$ cat config.mk
export PLATFORM = sky130hd
export DESIGN_NAME = tte_engine
export DESIGN_NICKNAME = d
export VERILOG_FILES = /design/src/rtl/tte_pkg.sv /design/src/rtl/tte_engine.sv
export SDC_FILE = /design/constraint.sdc
export NUM_CORES = 1
export LEC_CHECK = 0
export BUFFER_PORTS_ARGS = -buffer_cell sky130_fd_sc_hd__buf_4
export CAP_MARGIN = 20
export CORE_UTILIZATION = 50
export CTS_BUF_LIST = sky130_fd_sc_hd__clkbuf_8 sky130_fd_sc_hd__clkbuf_16
export CTS_CLUSTER_SIZE = 8
export DETAILED_ROUTE_END_ITERATION = 6
export GPL_TIMING_DRIVEN = 0
export PLACE_DENSITY_LB_ADDON = 0.15
export SYNTH_ARGS = -nofsm -noshare
export SYNTH_HDL_FRONTEND = slang
export SYNTH_SLANG_ARGS = --single-unit
$ cat constraint.sdc
create_clock -name ref_clk_in -period 4.5 [get_ports ref_clk_in]
set_input_delay 0.225 -clock ref_clk_in [delete_from_list [all_inputs] [get_ports ref_clk_in]]
set_output_delay 0.225 -clock ref_clk_in [all_outputs]
set_load 0.005 [all_outputs]
$ cat src/rtl/tte_pkg.sv
// Purpose: shared constants and carriers for the timeslot transaction engine
// Assumes: one write timeslot buffer holds two data items of 5 bytes each
// Notes:   item byte 0 is the index, bytes 1..4 the value, MSB first
package tte_pkg;
   localparam logic [7:0]  IDLE_INDEX   = 8'hFF;
   localparam logic [31:0] IDLE_VALUE   = 32'hFFFFFFFF;
   localparam logic [7:0]  SYNC_MIN     = 8'hF0;
   localparam logic [7:0]  FILL_BYTE    = 8'hFF;
   localparam int          ITEM_BYTES   = 5;
   localparam int          SLOT_BYTES   = 10;
   localparam logic [3:0]  HOTSPOT_POS  = 4'h9;
   localparam logic [3:0]  RD_HOT_LO    = 4'h8;
   localparam logic        RST_FLAG     = 1'b0;
   localparam logic        RST_TOGGLE   = 1'b0;

   typedef struct packed {
      logic [7:0]  index;
      logic [31:0] value;
   } tte_item_s;

   typedef struct packed {
      tte_item_s item_hi;
      tte_item_s item_lo;
      logic      toggle;
   } tte_slot_s;

   // Host byte-port transfer beat
   typedef struct packed {
      logic       start;
      logic       wr;
      logic       rd;
      logic       stop;
      logic [3:0] addr;
      logic [7:0] data;
   } tte_spi_s;
endpackage

$ cat src/rtl/tte_engine.sv
// Purpose: controller-side bookkeeping for one write/read timeslot pair
// Assumes: host beats and link slots come from logic on ref_clk_in
// Notes:   frame_in pulses once per frame; link strobes are one cycle
//
// What this block does
// - Flags are read-only; a one written clears only that flag, except the summary clear, which clears both summary flags.
// - Clearing the received flag withholds acknowledgement for that item.
// - Clearing write send-pending cancels, frees buffer, toggles outgoing bit.
// - Node read transactions retry until done; node software cannot abort.
// - Node send-pending clear withdraws only not-yet-started queued item.
// - Nothing to send means transmit two idle items, index FF ones.
// - Idle slots always accepted, never acknowledged, never touch flags.
// - Index FF item is idle only when its value is all ones.
// - Both indexes FF but not idle still sets send-pending.
// - Toggle bits reset to a fixed value, untrusted until a synchronizing transaction.
// - Both indexes at least F0 means synchronizing; skip toggle check.
// - Node applies synchronizing control writes immediately, no received flag.
// - Controller accepts synchronizing only while received flag is clear.
// - Accepted synchronizing loads packet toggle as last incoming toggle.
// - Buffer write sets send-pending; writes ignored while it is set.
// - Send-pending set only if hotspot written and a non-FF byte.
// - Send buffer with toggle every frame until matching acknowledgement.
// - Write hotspot is the final byte of the buffer.
// - Reading either final two bytes clears the received flag.
// - Node accepts write only if flags clear and toggle differs or both indexes are synchronizing.
// - Matching acknowledgement clears send-pending, sets summary, toggles bit.
`timescale 1ns/10ps
`default_nettype none
module tte_engine (
   // Clock and reset
   input  wire logic              ref_clk_in,
   input  wire logic              sys_rst_in,
   // Host byte port
   input  wire tte_pkg::tte_spi_s spi_in,
   output logic [7:0]             spi_rdata_out,
   // Software flag clears, write one to clear
   input  wire logic              clr_send_pending_in,
   input  wire logic              clr_receive_full_in,
   input  wire logic              clr_summary_in,
   // Flags seen by software
   output logic                   send_pending_out,
   output logic                   receive_full_out,
   output logic                   summary_sent_out,
   output logic                   summary_receive_full_flag_out,
   // Link: frame tick, outgoing write slot
   input  wire logic              frame_in,
   output logic                   tx_valid_out,
   output tte_pkg::tte_slot_s     tx_slot_out,
   // Link: incoming read slot with acknowledgement
   input  wire logic              rx_valid_in,
   input  wire tte_pkg::tte_slot_s rx_slot_in,
   input  wire logic              rx_ack_in,
   input  wire logic              rx_ack_toggle_in,
   // Acknowledgement returned for the read slot
   output logic                   ack_out,
   output logic                   ack_toggle_out
);
   typedef struct packed {
      logic [tte_pkg::SLOT_BYTES*8-1:0] wbuf;
      logic [tte_pkg::SLOT_BYTES*8-1:0] rbuf;
      logic       send_pending;
      logic       receive_full;
      logic       sum_sent;
      logic       sum_receive_full_flag;
      logic       out_toggle;
      logic       in_toggle;
      logic       in_active;
      logic       saw_hot;
      logic       saw_non_ff;
      logic       blocked;
      logic       ack;
      logic       tx_valid;
      tte_pkg::tte_slot_s tx_slot;
      logic [7:0] rdata;
   } tte_state_s;

   tte_state_s st_reg;
   tte_state_s st_next;

   function automatic logic is_idle_item(input tte_pkg::tte_item_s it);
      is_idle_item = (it.index == tte_pkg::IDLE_INDEX) &&
                     (it.value == tte_pkg::IDLE_VALUE);
   endfunction

   function automatic logic [7:0] buf_byte(
      input logic [tte_pkg::SLOT_BYTES*8-1:0] b, input logic [3:0] a);
      buf_byte = b[(tte_pkg::SLOT_BYTES-1-int'(a))*8 +: 8];
   endfunction

   logic       rx_idle;
   logic       rx_sync;
   logic       rx_accept;
   tte_pkg::tte_slot_s wslot;

   always_comb begin
      rx_idle = is_idle_item(rx_slot_in.item_hi) &&
                is_idle_item(rx_slot_in.item_lo);
      rx_sync = (rx_slot_in.item_hi.index >= tte_pkg::SYNC_MIN) &&
                (rx_slot_in.item_lo.index >= tte_pkg::SYNC_MIN);
      // Sync needs only an empty buffer; normal also needs a new toggle
      rx_accept = rx_valid_in && !rx_idle && !st_reg.receive_full &&
                  (rx_sync ||
                   (rx_slot_in.toggle != st_reg.in_toggle));
      wslot = tte_pkg::tte_slot_s'({st_reg.wbuf, st_reg.out_toggle});
   end

   always_comb begin
      st_next = st_reg;
      st_next.tx_valid = 1'b0;
      // Host transfer: gate writes once send-pending is already set
      if (spi_in.start) begin
         st_next.saw_hot    = 1'b0;
         st_next.saw_non_ff = 1'b0;
         st_next.blocked    = st_reg.send_pending;
      end
      if (spi_in.wr && !(spi_in.start ? st_reg.send_pending
                                      : st_reg.blocked)) begin
         st_next.wbuf[(tte_pkg::SLOT_BYTES-1-int'(spi_in.addr))*8 +: 8] =
            spi_in.data;
         if (spi_in.addr == tte_pkg::HOTSPOT_POS)
            st_next.saw_hot = 1'b1;
         if (spi_in.data != tte_pkg::FILL_BYTE)
            st_next.saw_non_ff = 1'b1;
      end
      if (spi_in.rd) begin
         st_next.rdata = buf_byte(st_reg.rbuf, spi_in.addr);
         if (spi_in.addr >= tte_pkg::RD_HOT_LO)
            st_next.receive_full = 1'b0;
      end
      // Software cancel: frees buffer and moves outgoing toggle on
      if (clr_send_pending_in && st_reg.send_pending) begin
         st_next.send_pending = 1'b0;
         st_next.out_toggle   = ~st_reg.out_toggle;
      end
      if (clr_receive_full_in)
         st_next.receive_full = 1'b0;
      if (clr_receive_full_in && st_reg.receive_full)
         st_next.in_active = 1'b0;
      if (clr_summary_in) begin
         st_next.sum_sent = 1'b0;
         st_next.sum_receive_full_flag = 1'b0;
      end
      // Completion of the host transfer; a non-idle slot with both FF
      // indexes still sets pending when any byte differs
      if (spi_in.stop && !st_next.blocked && st_next.saw_hot &&
          st_next.saw_non_ff)
         st_next.send_pending = 1'b1;
      // Matching acknowledgement terminates the transaction
      if (rx_valid_in && rx_ack_in && st_reg.send_pending &&
          (rx_ack_toggle_in == st_reg.out_toggle)) begin
         st_next.send_pending = 1'b0;
         st_next.sum_sent     = 1'b1;
         st_next.out_toggle   = ~st_reg.out_toggle;
      end
      // Accepted read slot: store, flag, load toggle, arm ack
      if (rx_accept) begin
         st_next.rbuf         = {rx_slot_in.item_hi, rx_slot_in.item_lo};
         st_next.receive_full = 1'b1;
         st_next.sum_receive_full_flag     = 1'b1;
         st_next.in_toggle    = rx_slot_in.toggle;
         st_next.in_active    = 1'b1;
      end
      // Ack once software has drained the buffer
      st_next.ack = st_reg.in_active && !st_reg.receive_full;
      if (frame_in) begin
         st_next.tx_valid = 1'b1;
         if (st_reg.send_pending)
            st_next.tx_slot = wslot;
         else begin
            st_next.tx_slot.item_hi.index = tte_pkg::IDLE_INDEX;
            st_next.tx_slot.item_hi.value = tte_pkg::IDLE_VALUE;
            st_next.tx_slot.item_lo.index = tte_pkg::IDLE_INDEX;
            st_next.tx_slot.item_lo.value = tte_pkg::IDLE_VALUE;
            st_next.tx_slot.toggle        = st_reg.out_toggle;
         end
      end
   end

   always_ff @(posedge ref_clk_in) begin
      if (sys_rst_in) begin
         st_reg              <= '0;
         st_reg.wbuf         <= '1;
         st_reg.send_pending <= tte_pkg::RST_FLAG;
         st_reg.receive_full <= tte_pkg::RST_FLAG;
         // Toggles reset to a fixed value but are not trusted until sync
         st_reg.out_toggle   <= tte_pkg::RST_TOGGLE;
         st_reg.in_toggle    <= tte_pkg::RST_TOGGLE;
      end else begin
         st_reg <= st_next;
      end
   end

   assign spi_rdata_out    = st_reg.rdata;
   assign send_pending_out = st_reg.send_pending;
   assign receive_full_out = st_reg.receive_full;
   assign summary_sent_out = st_reg.sum_sent;
   assign summary_receive_full_flag_out = st_reg.sum_receive_full_flag;
   assign tx_valid_out     = st_reg.tx_valid;
   assign tx_slot_out      = st_reg.tx_slot;
   assign ack_out          = st_reg.ack;
   assign ack_toggle_out   = st_reg.in_toggle;

   // Receive side, retransmission, cancel and host write gating
   chk_idle_no_flag: assert property (@(posedge ref_clk_in)
      disable iff (sys_rst_in)
      (rx_valid_in && rx_idle && !st_reg.receive_full)
         |=> !st_reg.receive_full)
      else $error("idle slot set received flag");
   chk_cancel_toggle: assert property (@(posedge ref_clk_in)
      disable iff (sys_rst_in)
      (clr_send_pending_in && st_reg.send_pending && !rx_ack_in
       && !spi_in.stop)
         |=> !st_reg.send_pending &&
             (st_reg.out_toggle != $past(st_reg.out_toggle)))
      else $error("cancel did not toggle outgoing bit");
   chk_ack_done: assert property (@(posedge ref_clk_in)
      disable iff (sys_rst_in)
      (rx_valid_in && rx_ack_in && st_reg.send_pending &&
       rx_ack_toggle_in == st_reg.out_toggle && !spi_in.stop)
         |=> !st_reg.send_pending && st_reg.sum_sent)
      else $error("ack did not terminate transaction");
   chk_sync_load: assert property (@(posedge ref_clk_in)
      disable iff (sys_rst_in)
      (rx_valid_in && rx_sync && !rx_idle && !st_reg.receive_full)
         |=> st_reg.receive_full &&
             st_reg.in_toggle == $past(rx_slot_in.toggle))
      else $error("sync slot toggle not loaded");
   chk_full_guard: assert property (@(posedge ref_clk_in)
      disable iff (sys_rst_in)
      (st_reg.receive_full && !spi_in.rd && !clr_receive_full_in)
         |=> $stable(st_reg.rbuf))
      else $error("full buffer overwritten");
   chk_resend: assert property (@(posedge ref_clk_in)
      disable iff (sys_rst_in)
      (frame_in && st_reg.send_pending)
         |=> tx_valid_out && tx_slot_out.toggle == $past(st_reg.out_toggle))
      else $error("pending slot not resent");
   chk_idle_send: assert property (@(posedge ref_clk_in)
      disable iff (sys_rst_in)
      (frame_in && !st_reg.send_pending)
         |=> tx_slot_out.item_lo.index == tte_pkg::IDLE_INDEX &&
             tx_slot_out.item_hi.value == tte_pkg::IDLE_VALUE)
      else $error("idle slot malformed");
   chk_blocked_write: assert property (@(posedge ref_clk_in)
      disable iff (sys_rst_in)
      (st_reg.send_pending && spi_in.wr && !spi_in.start &&
       st_reg.blocked) |=> $stable(st_reg.wbuf))
      else $error("write accepted while pending");
   chk_read_clear: assert property (@(posedge ref_clk_in)
      disable iff (sys_rst_in)
      (spi_in.rd && spi_in.addr >= tte_pkg::RD_HOT_LO && !rx_valid_in)
         |=> !st_reg.receive_full)
      else $error("hotspot read kept received flag");

   // The received-flag clear must touch only the flag it names
   chk_clear_one: assert property (@(posedge ref_clk_in)
      disable iff (sys_rst_in)
      (clr_receive_full_in && !rx_accept) |=> !st_reg.receive_full)
      else $error("received flag not cleared");
   chk_clear_keeps: assert property (@(posedge ref_clk_in)
      disable iff (sys_rst_in)
      (clr_receive_full_in && !clr_send_pending_in && !spi_in.stop &&
       !rx_valid_in)
         |=> $stable(st_reg.send_pending) && $stable(st_reg.out_toggle))
      else $error("receive clear disturbed send state");
   // A dropped ack strands the node until a synchronizing slot is taken
   chk_clear_no_ack: assert property (@(posedge ref_clk_in)
      disable iff (sys_rst_in)
      (clr_receive_full_in && st_reg.receive_full)
         |=> !st_reg.in_active ##1 !ack_out)
      else $error("ack returned after received flag clear");

   // Host transfer outcome and idle traffic
   chk_hot_pending: assert property (@(posedge ref_clk_in)
      disable iff (sys_rst_in)
      (spi_in.stop && spi_in.wr && !spi_in.start && !st_reg.blocked &&
       spi_in.addr == tte_pkg::HOTSPOT_POS &&
       (st_reg.saw_non_ff || spi_in.data != tte_pkg::FILL_BYTE))
         |=> st_reg.send_pending)
      else $error("hotspot write did not set send-pending");
   chk_fill_no_pend: assert property (@(posedge ref_clk_in)
      disable iff (sys_rst_in)
      (spi_in.stop && !spi_in.start && !st_reg.send_pending &&
       !st_reg.saw_non_ff && spi_in.data == tte_pkg::FILL_BYTE)
         |=> !st_reg.send_pending)
      else $error("all-fill transfer set send-pending");
   chk_idle_no_ack: assert property (@(posedge ref_clk_in)
      disable iff (sys_rst_in)
      (rx_valid_in && rx_idle && !st_reg.in_active && !st_reg.sum_receive_full_flag)
         |=> !st_reg.in_active && !st_reg.sum_receive_full_flag)
      else $error("idle slot armed an acknowledgement");

   // Retransmission and toggle bookkeeping
   chk_hold_pending: assert property (@(posedge ref_clk_in)
      disable iff (sys_rst_in)
      (rx_valid_in && st_reg.send_pending && !clr_send_pending_in &&
       !(rx_ack_in && rx_ack_toggle_in == st_reg.out_toggle))
         |=> st_reg.send_pending)
      else $error("unacknowledged slot dropped");
   chk_toggle_hold: assert property (@(posedge ref_clk_in)
      disable iff (sys_rst_in)
      (!clr_send_pending_in && !rx_valid_in)
         |=> $stable(st_reg.out_toggle) && $stable(st_reg.in_toggle))
      else $error("toggle moved without an event");
endmodule // tte_engine
`default_nettype wire

; Yosys cells after proc, flatten, opt, wreduce, memory -nomap -nowiden
; Cells that the tools add are included.
[classes]
bitwise = 1
shifts = 3
reduce_logical = 31
n_addsub = 2
eq_ne = 8
mul = 0
n_div = 0
order_cmp = 3
muxes = 21
[ops]
columns = cell, n
row1 = 82-bit 2-to-1 mux, 1
row2 = 81-bit 2-to-1 mux, 1
row3 = 80-bit bitwise mux, 1
row4 = 8-bit by 33-bit variable shift with 80-bit output (first input constant), 1
row5 = 8-bit by 33-bit variable part select with 80-bit output, 1
row6 = 80-bit by 8-bit variable part select with 8-bit output, 1
row7 = 32-bit == test (second input constant), 2
row8 = 8-bit negation with 33-bit output, 1
row9 = 1-bit logical AND, 17
row10 = 8-bit == test (second input constant), 2
row11 = 8-bit >= comparator (second input constant), 2
row12 = 1-bit 2-to-1 mux, 15
row13 = 2-bit nonzero test, 5
row14 = 8-bit != test (second input constant), 1
row15 = 3-bit nonzero test, 2
row16 = 4-bit by 4-bit subtractor with 5-bit output (first input constant), 1
row17 = 4-bit == test (second input constant), 1
row18 = 4-bit >= comparator (second input constant), 1
row19 = 1-bit logical NOT, 4
row20 = 2-bit 2-to-1 mux, 2
row21 = 3-bit 2-to-1 mux, 1
row22 = 2-bit AND reduction, 1
row23 = 2-bit OR reduction, 1
row24 = 1-bit == test, 1
row25 = 3 further kinds, 3
[totals]
elab_cells = 89
register_bits = 261
latchBits = 0
mem_count = 0
output_inout_bits = 96
ram_bits = 0
romBits = 0
in_bits = 106

; Logic depth before layout (Yosys ltp)
; Gate-level depths: netlist of the first run.
[logic_depth]
ltp_word = 9
mapped_depth = 15
ltp_nobuf = 12

; Worst setup path after synthesis of the first run
; OpenSTA, ideal clock, no wires.
[synth_path]
kind = input port to flip-flop
start = input spi_in[9] in the netlist's numbering
end = register st_reg[189] in the netlist's numbering
n_path_buf = 2
setup_time_ns = 0.122
t_arrival_ns = 4.481
path_slack_ns = -0.103
path_stages = 13
t_required_ns = 4.378
cell_sequence = clkbuf_1 -> clkbuf_1 -> inv_1 -> ha_1 -> ha_1 -> nor2_1 -> nand3_1 -> ha_1 -> or4b_1 -> or4_4 -> a2111o_1 -> or3_1 -> a221o_1
[synth_between]
elab_chain_len = 4
word_cells_on_any_way = 5
cone_classes = 2 x add/sub / 2 x shift / 1 x mux
[synth_rtl]
columns = item, line_no
row1 = start: declaration, tte_engine.sv:34  ; input wire tte_pkg::tte_spi_s spi_in,
row2 = 4-bit by 4-bit subtractor with 5-bit output (*), tte_engine.sv:118  ; st_next.wbuf[(tte_pkg::SLOT_BYTES-1-int'(spi_in.addr))*8 +: 8] =
row3 = 8-bit negation with 33-bit output (*), tte_engine.sv:118
row4 = 8-bit by 33-bit variable part select with 80-bit output or 8-bit by 33-bit variable shift with 80-bit output (tied branches), tte_engine.sv:118
row5 = 80-bit bitwise mux (*), tte_engine.sv:118
row6 = end signal: assignment, tte_engine.sv:189  ; st_reg <= st_next;
row7 = end: declaration, tte_engine.sv:77  ; tte_state_s st_reg;
; Every way passes the cells marked *; elsewhere a longest branch is shown, timed or not.
; A chain may end at the register's enable or synchronous reset.

; Worst setup path in the final report of the first run
[layout_path]
start = input spi_in[9] in the netlist's numbering
end = register st_reg[197] in the netlist's numbering
; Same word-level chain as after synthesis.

==> results of run 1 <==
[routing by layer]
| layer | vias up | track usage [%] |
|---|---|---|
| met5 | - | 0 |
| met1 | 4339 | 34.3 |
| met4 | 0 | 12.8 |
| li1 | 4390 | - |
| met2 | 375 | 50.1 |
| met3 | 83 | 5.43 |
[cell usage in the layout, fill, tap and decap left out, drive strengths merged, types with 5 or more instances in the layout]
cell         count
clkbuf         106
dlygate4sd3     81
a21oi           33
inv             19
and2            12
o211ai           6
nor4             5
dfxtp          261
o21ai            9
o22ai           91
mux2             8
ha               9
buf            300
nand4           24
a22o            81
nor3            17
mux2i           55
nand2           17
nor2           170
nand3           15
a221o           11
mux4            16
[cell usage after synthesis, types with 2 or more instances]
cell / instances
a2111o_1: 2
a2111oi_4: 2
a21oi_1: 33
a221o_1: 11
a22o_1: 81
a31o_2: 2
and2_1: 11
and3_1: 4
buf_1: 5
buf_2: 3
buf_4: 92
clkbuf_1: 64
dfxtp_1: 261
ha_1: 9
inv_1: 19
mux2_2: 8
mux2i_1: 55
mux4_2: 16
nand2_1: 17
nand3_1: 13
nand3_2: 2
nand4_1: 24
nor2_1: 170
nor2b_1: 4
nor3_1: 16
nor4_1: 5
o211a_1: 2
o211ai_1: 6
o21ai_0: 9
o22ai_1: 91
or3_1: 3
xnor2_1: 2
xor2_1: 4
[how the worst max path moves through the flow]
stage,endpoint,depth (start not counted)
floorplan,st_reg[189],13
global placement,st_reg[232],13
detailed placement,st_reg[232],13
CTS,st_reg[232],11
global route,st_reg[197],14
finish,st_reg[197],14
[area by class of cell]
class / instances / area, um2 / share of cell area, %
clock inverters: 1 / 5.00 / 0.0353
clock buffers: 41 / 1030 / 7.24
flip-flops and latches: 261 / 5230 / 36.9
plain buffers: 164 / 968 / 6.84
inverters: 20 / 75.1 / 0.530
well taps: 270 / 338 / 2.38
repair buffers: 282 / 2320 / 16.4
multi-input cells: 613 / 4210 / 29.7
[report_power, final]
part	total, mW	switching (mW)	internal (mW)	leakage [nW]
Sequential	2.49	0.0628	2.42	2.14
Combinational	0.672	0.308	0.364	3.33
Clock	2.53	0.946	1.58	0.509
Total	5.69	1.32	4.37	5.99
[critical path: cells and delay by family]
family | cells | cell delay (ps)
adder cells (fa/ha/maj) | 2 | 540
buffers and inverters | 5 | 1390
multiplexers | 1 | 150
AND/OR/NAND/NOR | 5 | 1710
AO/OA/AOI/OAI | 1 | 430
[cells by family after synthesis]
family	Yosys count	synth area share [%]
xor+xnor	6	0.502
compound gates	241	17.0
mux	79	9.55
flops	261	49.9
fa+ha+maj	9	1.07
buf+inv	184	9.92
simple gates	278	12.1
[what timing repair did]
action                                  in CTS  in global routing
hold buffers                                81                  0
endpoints found under the hold margin       81                  0
endpoints found under the setup margin      43                 51
buffers inserted                             0                  2
resized for setup                            1                  1
pin swaps                                    0                  1
==> results.md, run 1 <==
- Synth Area per Inst: 9.90 um2
- Max transition margin: 45.5%
- CP Launch Point: spi_in[9]
- Worst r2r path cells: 6
- Worst-Margin Slew: 809 ps
- Final hold viol count: 0
- Post-Synthesis Cells: 1058
- Met3 wire length: 2060 um
- Antenna Nets Post-Route: 0
- Final WL: 30900 um
- Clk_lat worst skew: 510 ps
- Post-route minimum period: 4100 ps
- Hold endpoint: st_reg[183]
- Vias in the first global route: 9032
- R2R Path Start: send_pending_out
- Gpl congestion: 0.891
- Synth area leader: dfxtp_1
- # rows: 52
- Peak fanout along the critical path: 10
- Die height: 147 um
- IO Count: 202
- Setup crit end kind: register
- Metal2 WL: 15500 um
- # setup viols final: 0
- Overflow after GRT: 0
- Cell area after layout: 14200 um2
- Vias: 9187
- P_leak: 5.99 nW
- CTS sink cnt: 261
- First-pass GRT wire length: 48300 um
- Initial antenna violation count: 0
- Diode count: 0
- Hold path cells: 3
- Worst R2R End: st_reg[197]
- Top sig layer: met4
- Cells after DPL: 1527
- Final core utilization: 69.6%
- Port Buf Inserts: 199
- Slew Limit Fails: 0
- CTS Root Cell: clkbuf_16
- Max Root-Sink Buffers: 3
- Post-synth EDFFs: 0
- Final worst-path cycle share: 91.1%
- Largest net degree at the start of global routing: 11
- Area of the core: 20400 um2
- Area grow syn2layout: 35.2%
- Async set-reset flop share out of synthesis: 0%
- Mapped Area: 10500 um2
- DR iter-0 viols: 569
- Mapped Nets: 1173
- Fill count: 1570
- Starting Density: 51.4%
- Slowest cell delay on critical path: 550 ps
- Pre-CTS setup slack: -605 ps
- Reg2reg setup slack: 2120 ps
- Post-DP Area: 12300 um2
- Setup ws final: 402 ps
- Synth warn: 0
- Outcome: finished, final reports clean
- Total CTS buffers: 38
- Yosys top cell area share: 49.9%
- Post-synthesis sequential element count: 261
- Unrepaired setup endpoints after global routing: no
- Setup TNS: 0 ps
- Max cap viols: 0
- WS Path Type: input port to register
- Die area: 21500 um2
- Sequential area share after synthesis: 49.9%
- CP startpoint kind: input port
- Vias per cell: 5.56
- Non-Filler Instances: 1652
- Final Skew: 13.1 ps
- Fin Hold WS: 37.1 ps
- Clock slew at reported path FFs: 50 ps
- Hold crit path type: input port to register
- Wire length on met1: 12100 um
- Hold_sp: spi_in[2]
- Achievable Freq: 244 MHz
- Slowest library cell on the worst path: or4_4
- CP required: 4860 ps
- CTS tree: built
- P per Cell Area: 401 nW/um2
- H-tree levels: 2
- Max reg flops: 165
- Ranking of synthesized cells by area: dfxtp_1 (50%), a22o_1 (6.8%), buf_4 (6.6%)
- Unique masters post-synth: 45
- Die Width: 147 um
- Final Power: 5.69 mW
- Share of layout cells above drive strength 1: 27.1%
- Peak supply drop: 0.000265 V
- DRC errors left: 0
- Nets: 1495
- Detail Placement HPWL: 21700 um
- Drt first pass iters: 5
- Top FF cell, synth: dfxtp_1
- Total Routing Usage GR: 28.7%
- Crit path DAT: 4450 ps
- Wire length per cell: 18.7 um
- Critical path cell sequence: clkbuf_2, clkbuf_2, inv_1, ha_1, clkbuf_1, nor2_1, nand2_1, ha_1, or4b_1, or4_4, a2111o_1, or3_1, buf_2, mux2i_1
(Power assumes the default switching activity.)
==> run 2: changes to the inputs <==
--- a/config.mk
+++ b/config.mk
@@ -7,7 +7,8 @@
 export LEC_CHECK = 0
 export BUFFER_PORTS_ARGS = -buffer_cell sky130_fd_sc_hd__buf_4
 export CAP_MARGIN = 20
-export CORE_UTILIZATION = 50
+export CORE_ASPECT_RATIO = 0.5
+export CORE_UTILIZATION = 30
 export CTS_BUF_LIST = sky130_fd_sc_hd__clkbuf_8 sky130_fd_sc_hd__clkbuf_16
 export CTS_CLUSTER_SIZE = 8
 export DETAILED_ROUTE_END_ITERATION = 6
==> run 2 against run 1 <==
Against the previous run: routed wire length up 9.9%; maximum frequency down 2.8%; via count down 1.7%; hold slack worse by 10 ps; cell area up 1.7%; critical endpoint is now st_reg[202]; core utilization down 27 points; combinational power up 3%.
==> results.md, run 2 (same netlist as run 1, synthesis figures left out) <==
- Outcome: finished, final reports clean
- CP Launch Point: spi_in[9]
- Setup TNS: 0 ps (unchanged)
- CP required: 4870 ps (about the same)
- Final WL: 33900 um (+9.9%)
- Worst-Margin Slew: 1010 ps (+204 ps)
- Die Width: 266 um (+81%)
- Unrepaired setup endpoints after global routing: no
- Wire length per cell: 18.3 um (-1.8%)
- Detail Placement HPWL: 25200 um (+16%)
- Total Routing Usage GR: 18.9% (-9.8 points)
- Crit path DAT: 4590 ps (+140 ps)
- Max transition margin: 32.5% (-13 points)
- Setup ws final: 282 ps (-120 ps)
- CTS sink cnt: 261 (unchanged)
- Share of layout cells above drive strength 1: 27.0% (about the same)
- WS Path Type: input port to register
- Die height: 134 um (-8.6%)
- Total CTS buffers: 38 (unchanged)
- R2R Path Start: send_pending_out
- Clk_lat worst skew: 530 ps (+20 ps)
- Worst r2r path cells: 6 (unchanged)
- CP Depth: 14 (unchanged)
- Peak supply drop: 0.000217 V (-18%)
- H-tree levels: 2 (unchanged)
- # setup viols final: 0 (unchanged)
- Diode count: 0 (unchanged)
- Largest net degree at the start of global routing: 11 (unchanged)
- Max reg flops: 165 (unchanged)
- Clock slew at reported path FFs: 50 ps (about the same)
- Clock power share: 44.1% (-0.4 points)
- Commonest cells after routing, fill and taps aside: buf_4 (293), dfxtp_1 (261), nor2_1 (170), o22ai_1 (91), dlygate4sd3_1 (82)
- Pre-CTS setup slack: -825 ps (-220 ps)
- Final hold viol count: 0 (unchanged)
- Sw Pwr: 1.37 mW (+4.1%)
- Pint: 4.31 mW (-1.3%)
- Critical path cell sequence: clkbuf_2, buf_2, inv_1, ha_1, ha_1, nor2_1, nand3_1, ha_1, or4b_1, or4_4, a2111o_1, or3_1, buf_2, mux2i_1
- Multi-input logic area: 4210 um2 (unchanged)
- Vias in the first global route: 9270 (+2.6%)
- Vias per cell: 4.89 (-12%)
- Hold crit path type: input port to register
- Final core utilization: 42.8% (-27 points)
- Final Power: 5.68 mW (about the same)
- Slowest cell delay on critical path: 550 ps (about the same)
- Die area: 35700 um2 (+66%)
- Area of the core: 33700 um2 (+65%)
- Cells after DPL: 1722 (+13%)
- Top sig layer: met4
- Drt first pass iters: 5 (unchanged)
- Crit path top cell by count: ha_1
- First-pass GRT wire length: 52000 um (+7.7%)
- Area grow syn2layout: 37.5%
- Switch share: 24.1% (+0.97 points)
- CTS Root Cell: clkbuf_16
- Hold_sp: spi_in[7]
- Met3 wire length: 1520 um (-26%)
- # rows: 47 (-9.6%)
- Buffers plus inverters on the worst setup path: 4 (-1)
- Non-Filler Instances: 1848 (+12%)
- Nets: 1496 (+0.067%)
- Peak fanout along the critical path: 10 (unchanged)
- Port Buf Inserts: 199 (unchanged)
- Metal2 WL: 16500 um (+6.2%)
- Starting Density: 31.1% (-20 points)
- Register area: 5230 um2 (unchanged)
- Fin Hold WS: 26.8 ps (-10.3 ps)
- Comb pwr share: 12.1% (+0.3 points)
- Post-DP Area: 12600 um2 (+2.0%)
- Final worst-path cycle share: 93.7% (+2.7 points)
- Achievable Freq: 237 MHz (-2.8%)
- DRC errors left: 0 (unchanged)
- Wire length on met1: 15000 um (+24%)
- Max Root-Sink Buffers: 3 (unchanged)
- Post-route minimum period: 4220 ps (+120 ps)
- Max cap viols: 0 (unchanged)
- P_leak: 5.98 nW (-0.12%)
- Initial antenna violation count: 0 (unchanged)
- Worst R2R End: st_reg[202]
- Slowest library cell on the worst path: or4_4
- Slew Limit Fails: 0 (unchanged)
- Commonest non-fill, non-tap cell in the layout: buf_4
- Top cell family by delay on the critical path: simple AND/OR/NAND/NOR gates
- Vias: 9032 (-1.7%)
- Gpl congestion: 0.813 (-8.7%)
- CP startpoint kind: input port
- Fill count: 3298 (+110%)
- Reg2reg setup slack: 2120 ps (about the same)
- DR iter-0 viols: 438 (-23%)
- Seq pwr share: 43.7% (about the same)
- Overflow after GRT: 0 (unchanged)
- Worst Setup EP: st_reg[202]
- Cell area after layout: 14400 um2 (+1.7%)
- CTS tree: built
- Setup crit end kind: register
- Antenna Nets Post-Route: 0 (unchanged)
- Final Skew: 21.3 ps (+8.26 ps)
- P per Cell Area: 395 nW/um2 (-1.7%)
- IO Count: 202 (unchanged)
## run 2: per-layer routing
layer	vias up	GRT usage (%)
met2	226	32.5
met4	0	6.19
met3	62	3.52
li1	4394	-
met1	4350	24.0
met5	-	0
## run 2: power groups by stage
stage | Clock, mW | Combinational, mW | Sequential (mW)
after CTS | 2.57 | 0.691 | 2.49
after floorplan | 0 | 0.346 | 2.51
after global placement | 0 | 0.624 | 2.53
final | 2.51 | 0.689 | 2.49
after detailed placement | 0 | 0.633 | 2.53
after global routing | 2.67 | 0.744 | 2.49
## run 2: tightest hold or removal path: stages
cell,delay [ps]
buf_4,150
nand2_1,60
o211ai_1,70
## run 2: how the worst min path moves through the flow
stage | end | cells past startpoint | slack, ps
6_report | st_reg[244] | 3 | 30
5_1_grt | st_reg[184] | 3 | 20
4_1_cts | st_reg[244] | 3 | 3
3_5_place_dp | st_reg[104] | 2 | 450
3_3_place_gp | st_reg[178] | 2 | 450
2_1_floorplan | ack_toggle_out | 1 | 350
## run 2: area by class of cell
type	count	share of cell area, %
clock inverter	3	0.261
sequential	261	36.3
buffer	164	6.72
timing repair buffer	283	16.2
multi-input combinational	613	29.2
tap	465	4.04
clock buffer	39	6.77
inverter	20	0.521
## run 2: repair_timing
| item | CTS | global route |
|---|---|---|
| setup endpoints to repair | 64 | 47 |
| pin swaps | 0 | 1 |
| resized for setup | 2 | 1 |
| cloned | 0 | 0 |
| hold buffers | 82 | 0 |
| setup buffers | 0 | 2 |
| endpoints found under the hold margin | 82 | 0 |
